File: config.mk
export PLATFORM = sky130hd
export DESIGN_NAME = swb_core
export DESIGN_NICKNAME = d
export VERILOG_FILES = /design/src/include/swb_pkg.sv /design/src/hdl/swb_core.sv /design/src/hdl/swb_bank_ram.sv /design/src/hdl/swb_flag_alu.sv
export VERILOG_INCLUDE_DIRS = /design/src /design/src/include
export SDC_FILE = /design/constraint.sdc
export NUM_CORES = 2
export LEC_CHECK = 0
export BUFFER_PORTS_ARGS = -buffer_cell sky130_fd_sc_hd__buf_4
export CELL_PAD_IN_SITES_DETAIL_PLACEMENT = 1
export CELL_PAD_IN_SITES_GLOBAL_PLACEMENT = 2
export CORE_MARGIN = 4
export CORE_UTILIZATION = 27
export DETAILED_ROUTE_END_ITERATION = 12
export PLACE_DENSITY = 0.49
export SYNTH_ARGS = -nofsm -noshare
export SYNTH_HDL_FRONTEND = slang
export SYNTH_SLANG_ARGS = --single-unit
File: constraint.sdc
create_clock -name core_clk -period 43.9 [get_ports core_clk]
set_input_delay 4.39 -clock core_clk [delete_from_list [all_inputs] [get_ports core_clk]]
set_output_delay 4.39 -clock core_clk [all_outputs]
set_load 0.005 [all_outputs]
File: src/include/swb_defines.svh
/*
 * Constants of the status word and register bank block: data addresses,
 * reset values and fixed values.
 * Assumes inclusion by bare name from the package and the design files.
 */
`ifndef SWB_DEFINES_SVH
`define SWB_DEFINES_SVH

// ----------------------------------------------------------------------
// data memory map
// ----------------------------------------------------------------------
`define SWB_PSW_ADDR 16'h003f
`define SWB_BANK_LO 16'h0040
`define SWB_BANK_HI 16'h00bf

// ----------------------------------------------------------------------
// reset values and fixed values
// ----------------------------------------------------------------------
`define SWB_RBS_RST 4'h0
`define SWB_JF_RST 1'b1
`define SWB_RD_NONE 8'h00
`define SWB_ZERO8 8'h00
`define SWB_ZERO16 16'h0000
`define SWB_ONE8 8'h01
`define SWB_HL_STEP 16'h0001
`define SWB_DIV_SAFE 8'h01

`endif

File: src/include/swb_pkg.sv
/*
 * Types of the status word and register bank block.
 * Assumes swb_defines.svh is on the include path.
 */
package swb_pkg;
	`include "swb_defines.svh"

	// ------------------------------------------------------------------
	// status word layout: flags in the upper nibble, bank in the lower
	// ------------------------------------------------------------------
	typedef struct packed {
		logic jf;
		logic zf;
		logic cf;
		logic hf;
	} swb_flags_s;

	typedef struct packed {
		swb_flags_s flags;
		logic [3:0] bank;
	} swb_psw_s;

	// ------------------------------------------------------------------
	// operations, jump conditions and addressing modes
	// ------------------------------------------------------------------
	typedef enum logic [4:0] {
		SWB_OP_NONE, SWB_OP_ADD, SWB_OP_ADDC, SWB_OP_SUB, SWB_OP_SUBB,
		SWB_OP_CMP, SWB_OP_ADD16, SWB_OP_SUB16, SWB_OP_INC, SWB_OP_AND,
		SWB_OP_MUL, SWB_OP_DIV, SWB_OP_SHIFT_LEFT_THROUGH_CARRY, SWB_OP_SHRC, SWB_OP_ROLC,
		SWB_OP_ROTATE_RIGHT_THROUGH_CARRY, SWB_OP_TEST, SWB_OP_SETB, SWB_OP_CLRB, SWB_OP_CPLB,
		SWB_OP_LOAD, SWB_OP_XFER
	} swb_op_e;

	typedef enum logic [3:0] {
		SWB_CC_T, SWB_CC_F, SWB_CC_Z, SWB_CC_NZ, SWB_CC_CS, SWB_CC_CC,
		SWB_CC_EQ, SWB_CC_NE, SWB_CC_LT, SWB_CC_GE, SWB_CC_LE, SWB_CC_GT
	} swb_cc_e;

	typedef enum logic [2:0] {
		SWB_AM_HL, SWB_AM_HL_DISP, SWB_AM_HL_C, SWB_AM_HL_POSTINC,
		SWB_AM_HL_PREDEC
	} swb_am_e;

	typedef struct packed {
		swb_op_e op;
		logic [15:0] opa;
		logic [15:0] opb;
	} swb_alu_req_s;

	typedef struct packed {
		logic [15:0] res;
		swb_flags_s flags;
	} swb_alu_rsp_s;
endpackage

File: src/hdl/swb_core.sv
/*
 * Program status word, bank selector, bank register storage, flag
 * update, jump condition decode and HL address generation of the core.
 * Assumes the instruction decoder drives the request ports on core_clk,
 * the stack logic stores the pushed word and supplies it on return.
 */
// Notes on behaviour
// (RQ1) the 4-bit bank selector picks which of sixteen banks is current
// (RQ2) reset clears the bank selector, making bank 0 current
// (RQ3) status word at data address 003f, bank low nibble, flags high
// (RQ4) memory write to status word sets bank only, and jump flag to one
// (RQ5) interrupt pushes status word; interrupt return restores it whole
// (RQ6) reset sets jump flag, leaves zero, carry and half carry alone
// (RQ7) jump conditions test jump, zero, carry, or carry-or-zero flags
// (RQ8) zero flag set when 8-bit or 16-bit result is zero
// (RQ9) bit set/clear/complement: zero flag is inverse of old bit
// (RQ10) multiply zero on upper product byte, divide zero on remainder
// (RQ11) carry flag is carry out of or borrow into msb
// (RQ12) divide sets carry on zero divisor or quotient of 100 or more
// (RQ13) shifts and rotates through carry load carry with bit shifted out
// (RQ14) 8-bit add/subtract/compare set half carry from bit 3 to 4
// (RQ15) half carry is undefined after 16-bit arithmetic
// (RQ16) arithmetic, increment, compare, test load jump flag with outcome
// (RQ17) load, exchange, swap, rotate-nibble and jump set jump flag
// (RQ18) HL addressing: displacement, plus C, post-increment, pre-decrement
// (RQ19) 16-by-8 divide: WA over C, quotient to A, remainder to W
// (RQ20) sixteen banks of eight registers at data 0040 to 00bf
// (RQ21) interrupt pushes status word first, then pc high, pc low
// (RQ22) flag bits: jump 7, zero 6, carry 5, half carry 4
`include "swb_defines.svh"
module swb_core
	import swb_pkg::*;
(
	input wire logic core_clk,
	input wire logic resetn,
	input wire logic [15:0] mem_addr,
	input wire logic mem_wr,
	input wire logic mem_rd,
	input wire logic [7:0] mem_wdata,
	output logic [7:0] mem_rdata,
	output logic mem_hit,
	input wire logic [2:0] reg_rd_a_idx,
	output logic [7:0] reg_rd_a_data,
	input wire logic [2:0] reg_rd_b_idx,
	output logic [7:0] reg_rd_b_data,
	input wire logic reg_wr,
	input wire logic [2:0] reg_wr_idx,
	input wire logic [7:0] reg_wr_data,
	input wire logic alu_valid,
	input swb_pkg::swb_alu_req_s alu_req,
	output logic [15:0] alu_result,
	input wire logic ld_bank_valid,
	input wire logic [3:0] ld_bank_value,
	input wire logic int_accept,
	output logic [7:0] psw_push_data,
	input wire logic int_return,
	input wire logic [7:0] psw_pop_data,
	input swb_pkg::swb_cc_e jump_cc,
	output logic jump_taken,
	input wire logic am_valid,
	input swb_pkg::swb_am_e am_mode,
	input wire logic [15:0] am_hl,
	input wire logic [7:0] am_disp,
	input wire logic [7:0] am_creg,
	output logic [15:0] am_ea,
	output logic [15:0] am_hl_new,
	output logic am_done,
	output logic [7:0] program_status_word,
	output logic [3:0] bank_selector
);
	swb_psw_s psw_reg, psw_next;
	swb_alu_rsp_s alu_rsp;
	logic [7:0] push_reg, push_next, rdata_reg, rdata_next;
	logic rd_bank_reg, rd_bank_next, hit_reg, hit_next;
	logic [15:0] res_reg, res_next;
	logic [15:0] ea_reg, ea_next, hl_reg, hl_next;
	logic done_reg, done_next;
	logic psw_hit, bank_hit;
	logic [15:0] bank_off;
	logic [6:0] ram_waddr;
	logic [7:0] ram_wdata, ram_a_data;
	logic ram_wr;

	// ------------------------------------------------------------------
	// address decode and bank storage
	// ------------------------------------------------------------------
	assign psw_hit = mem_addr == `SWB_PSW_ADDR; // RQ3
	assign bank_hit = mem_addr >= `SWB_BANK_LO && mem_addr <= `SWB_BANK_HI; // RQ20
	assign bank_off = mem_addr - `SWB_BANK_LO;
	assign ram_wr = reg_wr || (mem_wr && bank_hit);
	// register port writes win a collision with a memory write
	assign ram_waddr = reg_wr ? {psw_reg.bank, reg_wr_idx} : bank_off[6:0]; // RQ1
	assign ram_wdata = reg_wr ? reg_wr_data : mem_wdata;

	swb_bank_ram #(
		.DW(8),
		.AW(7)
	) u_ram (
		.core_clk(core_clk),
		.wr(ram_wr),
		.waddr(ram_waddr),
		.wdata(ram_wdata),
		.a_addr(bank_off[6:0]),
		.a_data(ram_a_data),
		.b_addr({psw_reg.bank, reg_rd_a_idx}), // RQ1
		.b_data(reg_rd_a_data),
		.c_addr({psw_reg.bank, reg_rd_b_idx}),
		.c_data(reg_rd_b_data)
	);

	swb_flag_alu u_alu (
		.req(alu_req),
		.flags_in(psw_reg.flags),
		.rsp(alu_rsp)
	);

	// ------------------------------------------------------------------
	// status word update
	// ------------------------------------------------------------------
	always_comb begin
		psw_next = psw_reg;
		push_next = push_reg;
		res_next = res_reg;
		if (alu_valid) begin
			psw_next.flags = alu_rsp.flags;
			res_next = alu_rsp.res;
		end
		if (ld_bank_valid) begin
			psw_next.bank = ld_bank_value; // RQ1
			psw_next.flags.jf = 1'b1; // RQ17
		end
		if (mem_wr && psw_hit) begin
			psw_next.bank = mem_wdata[3:0]; // RQ4
			psw_next.flags.jf = 1'b1; // RQ4
		end
		if (int_return) begin
			psw_next = swb_psw_s'(psw_pop_data); // RQ5
		end
		if (int_accept) begin
			push_next = psw_reg; // RQ5 RQ21
		end
	end

	always_ff @(posedge core_clk) begin
		if (!resetn) begin
			psw_reg.bank <= `SWB_RBS_RST; // RQ2
			psw_reg.flags.jf <= `SWB_JF_RST; // RQ6
			push_reg <= `SWB_ZERO8;
			res_reg <= `SWB_ZERO16;
		end else begin
			psw_reg <= psw_next;
			push_reg <= push_next;
			res_reg <= res_next;
		end
	end

	// ------------------------------------------------------------------
	// memory read answer
	// ------------------------------------------------------------------
	always_comb begin
		rdata_next = `SWB_RD_NONE;
		rd_bank_next = 1'b0;
		hit_next = 1'b0;
		if (mem_rd) begin
			hit_next = psw_hit || bank_hit;
			rd_bank_next = bank_hit;
			if (psw_hit) begin
				rdata_next = psw_reg; // RQ3 RQ22
			end
		end
	end

	always_ff @(posedge core_clk) begin
		if (!resetn) begin
			rdata_reg <= `SWB_RD_NONE;
			rd_bank_reg <= 1'b0;
			hit_reg <= 1'b0;
		end else begin
			rdata_reg <= rdata_next;
			rd_bank_reg <= rd_bank_next;
			hit_reg <= hit_next;
		end
	end

	assign mem_rdata = rd_bank_reg ? ram_a_data : rdata_reg; // RQ20
	assign mem_hit = hit_reg;

	// ------------------------------------------------------------------
	// jump condition decode
	// ------------------------------------------------------------------
	always_comb begin
		unique case (jump_cc)
			SWB_CC_T: jump_taken = psw_reg.flags.jf; // RQ7
			SWB_CC_F: jump_taken = !psw_reg.flags.jf; // RQ7
			SWB_CC_Z, SWB_CC_EQ: jump_taken = psw_reg.flags.zf; // RQ7
			SWB_CC_NZ, SWB_CC_NE: jump_taken = !psw_reg.flags.zf; // RQ7
			SWB_CC_CS, SWB_CC_LT: jump_taken = psw_reg.flags.cf; // RQ7
			SWB_CC_CC, SWB_CC_GE: jump_taken = !psw_reg.flags.cf; // RQ7
			SWB_CC_LE: jump_taken = psw_reg.flags.cf || psw_reg.flags.zf; // RQ7
			SWB_CC_GT: jump_taken = !(psw_reg.flags.cf || psw_reg.flags.zf); // RQ7
			default: jump_taken = 1'b0;
		endcase
	end

	// ------------------------------------------------------------------
	// HL address generation
	// ------------------------------------------------------------------
	always_comb begin
		ea_next = ea_reg;
		hl_next = hl_reg;
		done_next = am_valid;
		if (am_valid) begin
			hl_next = am_hl;
			ea_next = am_hl;
			unique case (am_mode)
				SWB_AM_HL: ea_next = am_hl;
				SWB_AM_HL_DISP: ea_next = am_hl + {{8{am_disp[7]}}, am_disp}; // RQ18
				SWB_AM_HL_C: ea_next = am_hl + {8'h00, am_creg}; // RQ18
				SWB_AM_HL_POSTINC: hl_next = am_hl + `SWB_HL_STEP; // RQ18
				SWB_AM_HL_PREDEC: begin
					hl_next = am_hl - `SWB_HL_STEP; // RQ18
					ea_next = am_hl - `SWB_HL_STEP;
				end
				default: ea_next = am_hl;
			endcase
		end
	end

	always_ff @(posedge core_clk) begin
		if (!resetn) begin
			ea_reg <= `SWB_ZERO16;
			hl_reg <= `SWB_ZERO16;
			done_reg <= 1'b0;
		end else begin
			ea_reg <= ea_next;
			hl_reg <= hl_next;
			done_reg <= done_next;
		end
	end

	assign am_ea = ea_reg;
	assign am_hl_new = hl_reg;
	assign am_done = done_reg;
	assign alu_result = res_reg;
	assign psw_push_data = push_reg;
	assign program_status_word = psw_reg;
	assign bank_selector = psw_reg.bank;
endmodule

File: src/hdl/swb_bank_ram.sv
/*
 * Register bank storage: one write port, three read ports, each read
 * data out of a register one cycle after its address.
 * Assumes a single clock; write and read of one entry return old data.
 */
module swb_bank_ram #(
	parameter int DW = 8,
	parameter int AW = 7
) (
	input wire logic core_clk,
	input wire logic wr,
	input wire logic [AW-1:0] waddr,
	input wire logic [DW-1:0] wdata,
	input wire logic [AW-1:0] a_addr,
	output logic [DW-1:0] a_data,
	input wire logic [AW-1:0] b_addr,
	output logic [DW-1:0] b_data,
	input wire logic [AW-1:0] c_addr,
	output logic [DW-1:0] c_data
);
	logic [DW-1:0] mem [2**AW];

	always_ff @(posedge core_clk) begin
		if (wr) begin
			mem[waddr] <= wdata;
		end
		a_data <= mem[a_addr];
		b_data <= mem[b_addr];
		c_data <= mem[c_addr];
	end
endmodule

File: src/hdl/swb_flag_alu.sv
/*
 * Result and flag computation for one operation; purely combinational.
 * Assumes the caller registers result and flags when the request is valid.
 */
`include "swb_defines.svh"
module swb_flag_alu
	import swb_pkg::*;
(
	input swb_pkg::swb_alu_req_s req,
	input swb_pkg::swb_flags_s flags_in,
	output swb_pkg::swb_alu_rsp_s rsp
);
	logic [7:0] a8, b8, mask, dsor;
	logic cin;
	logic [8:0] add9, sub9;
	logic [4:0] hadd, hsub;
	logic [16:0] add17, sub17;
	logic [15:0] prod, quot, rem;

	always_comb begin
		a8 = req.opa[7:0];
		b8 = req.opb[7:0];
		cin = flags_in.cf;
		mask = `SWB_ONE8 << req.opb[2:0];
		dsor = (b8 == `SWB_ZERO8) ? `SWB_DIV_SAFE : b8;
		add9 = {1'b0, a8} + {1'b0, b8} + {8'h00, req.op == SWB_OP_ADDC && cin};
		sub9 = {1'b0, a8} - {1'b0, b8} - {8'h00, req.op == SWB_OP_SUBB && cin};
		hadd = {1'b0, a8[3:0]} + {1'b0, b8[3:0]}
			+ {4'h0, req.op == SWB_OP_ADDC && cin};
		hsub = {1'b0, a8[3:0]} - {1'b0, b8[3:0]}
			- {4'h0, req.op == SWB_OP_SUBB && cin};
		add17 = {1'b0, req.opa} + {1'b0, req.opb};
		sub17 = {1'b0, req.opa} - {1'b0, req.opb};
		prod = a8 * b8;
		quot = req.opa / {8'h00, dsor};
		rem = req.opa % {8'h00, dsor};
		rsp.res = req.opa;
		rsp.flags = flags_in;
		unique case (req.op)
			SWB_OP_ADD, SWB_OP_ADDC: begin
				rsp.res = {8'h00, add9[7:0]};
				rsp.flags.cf = add9[8]; // RQ11
				rsp.flags.hf = hadd[4]; // RQ14
			end
			SWB_OP_SUB, SWB_OP_SUBB, SWB_OP_CMP: begin
				if (req.op != SWB_OP_CMP) begin
					rsp.res = {8'h00, sub9[7:0]};
				end
				rsp.flags.cf = sub9[8]; // RQ11
				rsp.flags.hf = hsub[4]; // RQ14
			end
			SWB_OP_ADD16: begin
				rsp.res = add17[15:0];
				rsp.flags.cf = add17[16]; // RQ11
			end
			SWB_OP_SUB16: begin
				rsp.res = sub17[15:0];
				rsp.flags.cf = sub17[16]; // RQ11
			end
			SWB_OP_INC: rsp.res = {8'h00, a8 + `SWB_ONE8};
			SWB_OP_AND: rsp.res = {8'h00, a8 & b8};
			SWB_OP_MUL: rsp.res = prod;
			SWB_OP_DIV: begin
				// quotient to the low byte, remainder to the high byte
				if (b8 != `SWB_ZERO8) begin
					rsp.res = {rem[7:0], quot[7:0]}; // RQ19
				end
				rsp.flags.cf = (b8 == `SWB_ZERO8) || (quot[15:8] != `SWB_ZERO8); // RQ12
			end
			SWB_OP_SHIFT_LEFT_THROUGH_CARRY: begin
				rsp.res = {8'h00, a8[6:0], 1'b0};
				rsp.flags.cf = a8[7]; // RQ13
			end
			SWB_OP_ROLC: begin
				rsp.res = {8'h00, a8[6:0], cin};
				rsp.flags.cf = a8[7]; // RQ13
			end
			SWB_OP_SHRC: begin
				rsp.res = {8'h00, 1'b0, a8[7:1]};
				rsp.flags.cf = a8[0]; // RQ13
			end
			SWB_OP_ROTATE_RIGHT_THROUGH_CARRY: begin
				rsp.res = {8'h00, cin, a8[7:1]};
				rsp.flags.cf = a8[0]; // RQ13
			end
			SWB_OP_SETB: rsp.res = {8'h00, a8 | mask};
			SWB_OP_CLRB: rsp.res = {8'h00, a8 & ~mask};
			SWB_OP_CPLB: rsp.res = {8'h00, a8 ^ mask};
			SWB_OP_LOAD: rsp.res = {8'h00, b8};
			default: rsp.res = req.opa;
		endcase
		unique case (req.op)
			SWB_OP_ADD16, SWB_OP_SUB16: begin
				// half carry keeps its old value, which is as good as any
				rsp.flags.zf = rsp.res == `SWB_ZERO16; // RQ8 RQ15
			end
			SWB_OP_MUL: rsp.flags.zf = prod[15:8] == `SWB_ZERO8; // RQ10
			SWB_OP_DIV: rsp.flags.zf = rem[7:0] == `SWB_ZERO8; // RQ10
			SWB_OP_TEST, SWB_OP_SETB, SWB_OP_CLRB, SWB_OP_CPLB: begin
				rsp.flags.zf = (a8 & mask) == `SWB_ZERO8; // RQ9
			end
			SWB_OP_CMP: rsp.flags.zf = sub9[7:0] == `SWB_ZERO8; // RQ8
			SWB_OP_NONE, SWB_OP_XFER: rsp.flags.zf = flags_in.zf;
			default: rsp.flags.zf = rsp.res[7:0] == `SWB_ZERO8; // RQ8
		endcase
		unique case (req.op)
			SWB_OP_NONE: rsp.flags.jf = flags_in.jf;
			SWB_OP_LOAD, SWB_OP_XFER: rsp.flags.jf = 1'b1; // RQ17
			SWB_OP_ADD, SWB_OP_ADDC, SWB_OP_SUB, SWB_OP_SUBB, SWB_OP_ADD16,
			SWB_OP_SUB16, SWB_OP_DIV, SWB_OP_SHIFT_LEFT_THROUGH_CARRY, SWB_OP_SHRC, SWB_OP_ROLC,
			SWB_OP_ROTATE_RIGHT_THROUGH_CARRY: rsp.flags.jf = rsp.flags.cf; // RQ16
			default: rsp.flags.jf = rsp.flags.zf; // RQ16
		endcase
	end
endmodule

* Word level (Yosys, flattened, before mapping) *
Memories as Yosys holds them, arrays and structs flattened. A register that Yosys moved wholly into a read port is not among the register bits.
Index checks and enable logic that the tools add are counted.

storage, ports and cells
  bits in registers = 75
  memory bits (writable) = 1,024
  bits of input ports = 139
  output and inout bits = 95
  logic and storage cells = 149
  memories = 1

operators by class
  $add $sub $neg = 16
  $mul = 1
  div/mod/pow operators = 2
  order comparisons = 2
  equality and inequality tests = 39
  shift operators = 1
  multiplexer cells = 22
  bitwise operators = 6
  reductions and logical operators = 46

memories
  memory     depth  bits a word  read ports  clocked after memory_dff  wr ports  RTL line            RTL
  u_ram.mem  128    8            3           3                         1         swb_bank_ram.sv:21  logic [DW-1:0] mem [2**AW];

operators with widths
  kind                                                                                  count
  16-bit case mux with 16 select lines                                                  1
  8-bit zero test                                                                       6
  16-bit case mux with 3 select lines                                                   1
  5-bit by 4-bit equality test with 1-bit output, second input constant                 8
  16-bit 2-to-1 mux                                                                     2
  8-bit 2-to-1 mux                                                                      4
  16-bit case mux with 2 select lines                                                   1
  5-bit equality test, second input constant                                            6
  8-bit AND                                                                             3
  5-bit by 3-bit equality test with 1-bit output, second input constant                 4
  2-bit OR reduction                                                                    10
  16-bit by 16-bit adder with 17-bit output                                             1
  16-bit by 16-bit subtractor with 17-bit output                                        1
  16-bit by 1-bit adder with 16-bit output, second input constant                       1
  16-bit adder                                                                          1
  16-bit by 8-bit adder with 16-bit output                                              1
  16-bit by 8-bit divider with 16-bit output                                            1
  16-bit by 6-bit equality test with 1-bit output, second input constant                1
  4-bit by 3-bit equality test with 1-bit output, second input constant                 4
  4-bit equality test, second input constant                                            4
  16-bit by 7-bit greater-or-equal comparator with 1-bit output, second input constant  1
  16-bit by 8-bit <= comparator with 1-bit output, second input constant                1
  16-bit zero test                                                                      1
  16-bit by 8-bit modulo with 16-bit output                                             1
  other kinds (47)                                                                      70

* Depth between registers and ports, before layout *
  depth after elaboration = 12
  gate-level depth with buffers = 149
  depth with buffers taken out = 136

* Modules after synthesis *
A second synthesis with hierarchy kept.

unflattened totals
  cell total of the unflattened synthesis = 4,711
  area, all modules = 72,504.5 sq um

by module, submodules not included
  module        times used  cells an instance  area an instance (sq um)
  swb_bank_ram  1           2,491              55,983.7
  swb_flag_alu  1           1,653              11,646.2
  swb_core      1           567                4,874.7

* Least setup slack after synthesis *
No wires, ideal clock.

  path kind = input -> register
  start point = input port alu_req[4] (netlist name)
  end point = register psw_reg (netlist bit program_status_word[6]) (data pin)
  arrival = 34.920 ns
  slack = 8.720 ns
  stages = 142
  path buffers = 12
  path through = buf_2 -> nor4_2 -> a31oi_1 -> ha_1 -> or4b_1 -> and4_1 -> o22a_1 -> ha_1 -> and3_1 -> o311a_1 -> a2111oi_0 -> nor2_1 -> ha_1 -> inv_1 -> a211oi_1 -> or2_2 -> clkbuf_2 -> mux2i_1 -> (+106 left out) -> mux2i_1 -> inv_1 -> ha_1 -> nor2b_1 -> o21ai_0 -> nand2b_1 -> a21o_1 -> a21o_1 -> a211o_1 -> a211oi_1 -> o211ai_1 -> a211oi_2 -> buf_6 -> mux2_1 -> a21oi_1 -> a21oi_1 -> a31o_1 -> mux2_2

RTL lines
  what                    RTL line         RTL
  start: declaration      swb_core.sv:50   input swb_pkg::swb_alu_req_s alu_req,
  end signal: assignment  swb_core.sv:151  psw_reg <= psw_next;
  end: declaration        swb_core.sv:71   swb_psw_s psw_reg, psw_next;

==> reports/results.ini <==
[clocking]
clock_latency_ns = 0.79
cts_tree = built
cts_resized = 0
clkSinkCount = 1123
postCtsSetupRepairBufs = 0
cts_inserted_buffers = 138
htreeDepth = 4
clockRootBuffer = clkbuf_16
path_clk_slew_ns = 0.06
cts_hold_buffers = 0
clock_path_buffers = 3

[place]
placed_cell_area_um2 = 78400
gp_congestion = 0.822
place_ws_ns = 4.19
hpwlAfterDp_um = 207000
numPortBuffers = 233

[die]
start_util_pct = 27.2
dieArea_um2 = 276000
dieHeight_um = 525
core_area_um2 = 266000
num_io_pins = 234
row_count = 189
chipWidth_um = 525

[routing]
drt_iter0_drc = 4416
num_vias = 47800
viasPerCell = 5.58
finalWirelength_um = 291000
postRouteAntennaNets = 0
drt_first_pass_iters = 5
routedWlPerCell_um = 34.1
drcViolationCount = 0

[synth]
synth_nets = 5126
synth_edf_count = 1027
yosys_warnings = 0
synth_seq_cells = 1123
synthCells = 4729
synth_area_um2 = 72300
synthFlopType = edfxtp_1
synth.avg_cell_area_um2 = 15.3
synthTopCellsByArea = edfxtp_1 (43%), mux4_2 (31%), ha_1 (3.7%)
synth_top_area_cell = edfxtp_1
synth_cell_types = 108
ys_seq_area_share_pct = 45.3
async_flop_share_pct = 0
yosysTopAreaCellShare_pct = 42.7

[worst_setup_path]
worstSetupStartpoint = alu_req[6]
rr_endpoint = program_status_word[6]
end_kind = register
worst-endpoint-required_ns = 44.44
start_kind = primary input
critPathBufInv = 6
critical_path_arrival_ns = 39.50
crit_top_cell = ha_1
r2r-start = program_status_word[5]
critPathTopFamily = compound AO/OA/AOI/OAI gates
critical_path_class = in2reg
cpMaxStageDelayCell = a211oi_2
slowest_delay_ns = 0.92
worst-path-max-fanout = 19
rrSetupSlack_ns = 38.12
r2r_cells = 15

[worst_hold_path]
hold_end = psw_push_data[1]
hold_path_class = reg2reg
whs_path_depth = 2
hp-start = psw_push_data[1]

[cells_and_area]
top_register = u_ram.mem
final_area_um2 = 82900
nNetsFinal = 5292
largest_reg_flops = 1024
fill_cells = 27600
syn_to_final_growth_pct = 14.7
final_common_cell = edfxtp_1
layout_common_cells = edfxtp_1 (1027), mux4_2 (1002), nor2_1 (382)
multi_input_area_um2 = 37700
drive_above_1_share_pct = 35.0
ff_latch_area_um2 = 32800

[sta]
worst_slew_pin_slew_ns = 1.35
hold_viol = 0
slew_headroom_pct = 8.90
rsz0062_at_grt = no
finClkSkew_ns = 0.0271
report.final.slew_viol_count = 0
report.final.setup_viol = 0
max_clock_freq_mhz = 25.7
fin_crit_ns = 38.96
period_share_pct = 88.7
setup_ws_ns = 4.94
fin_tns_setup_ns = 0

[global_route]
grtUsageTotal_pct = 20.7
antenna_found_initial = 30
grt_pass1_wl_um = 409000
grt_max_degree = 112
first_global_vias = 49700
grt.overflow.total = 0

[status]
status = finished, final reports clean

[job]
max_cap_viol_count = 0

==> worst min-delay path, stage by stage (launching register included) <==
cell and delay (ns):
dfxtp_1 0.33, mux2i_1 0.07, nor2_1 0.07
==> metrics by stage <==
stage | cells | utilization (%) | hold slack (ns)
4_1_cts | 8542 | 31.2 | 0.502
5_1_grt | 8557 | 31.2 | 0.521
3_5_place_dp | 8287 | 29.5 | 0.490
3_3_place_gp | 8287 | 29.5 | 0.476
2_1_floorplan | 4729 | - | 0.462
6_report | 8557 | 31.2 | 0.500
==> layer usage <==
metal	wire length, um	GRT usage [%]
met5	36	0
met4	6360	4.97
met3	14600	2.97
met2	140000	33.8
met1	130000	29.0
==> logic make-up (layout without fill, tap and decap cells) <==
family          Yosys count  after routing  synth area share (%)
mux                    1145           1145                  33.4
flops                  1123           1123                  45.3
simple gates            903            903                  5.87
compound gates          676            676                  6.36
buf+inv                 506            787                  2.70
fa+ha+maj               258            258                  4.92
xor+xnor                118            118                  1.44
other cells               0             14                     0
==> cell type report <==
class | instances | share of cell area (%)
timing repair buffer | 378 | 3.54
antenna | 14 | 0.0423
sequential | 1123 | 39.5
multi-input combinational | 3100 | 45.4
clock inverter | 70 | 0.880
tap | 3533 | 5.33
inverter | 154 | 0.697
clock buffer | 185 | 4.54
==> Yosys cell counts, drive strengths merged, types with 18 or more instances <==
library cell	number
xnor2	79
o21a	41
clkbuf	235
dfxtp	96
and2	18
fa	44
o221a	18
a211oi	23
inv	147
xor2	39
o31ai	23
buf	117
o21bai	24
nor4	31
a31oi	31
nand2	173
edfxtp	1027
nand3	68
mux2i	59
a21o	34
mux2	84
nor2b	26
nor2	387
o211ai	18
nand2b	33
or2	20
mux4	1002
a221oi	24
ha	214
a21oi	165
nor3	66
o21ai	150
==> worst max path at each step <==
stage                             end  slack, ns  depth (start not counted)
2_1_floorplan  program_status_word[6]       8.72                        142
3_3_place_gp   program_status_word[6]       4.96                        134
3_5_place_dp   program_status_word[6]       4.19                        134
4_1_cts        program_status_word[6]       4.91                        134
5_1_grt        program_status_word[6]       1.74                        135
6_report       program_status_word[6]       4.94                        134
Power is left out: the tool's default activity adds up to more than one toggle a clock period on the data nets, which glitch-free logic cannot reach.
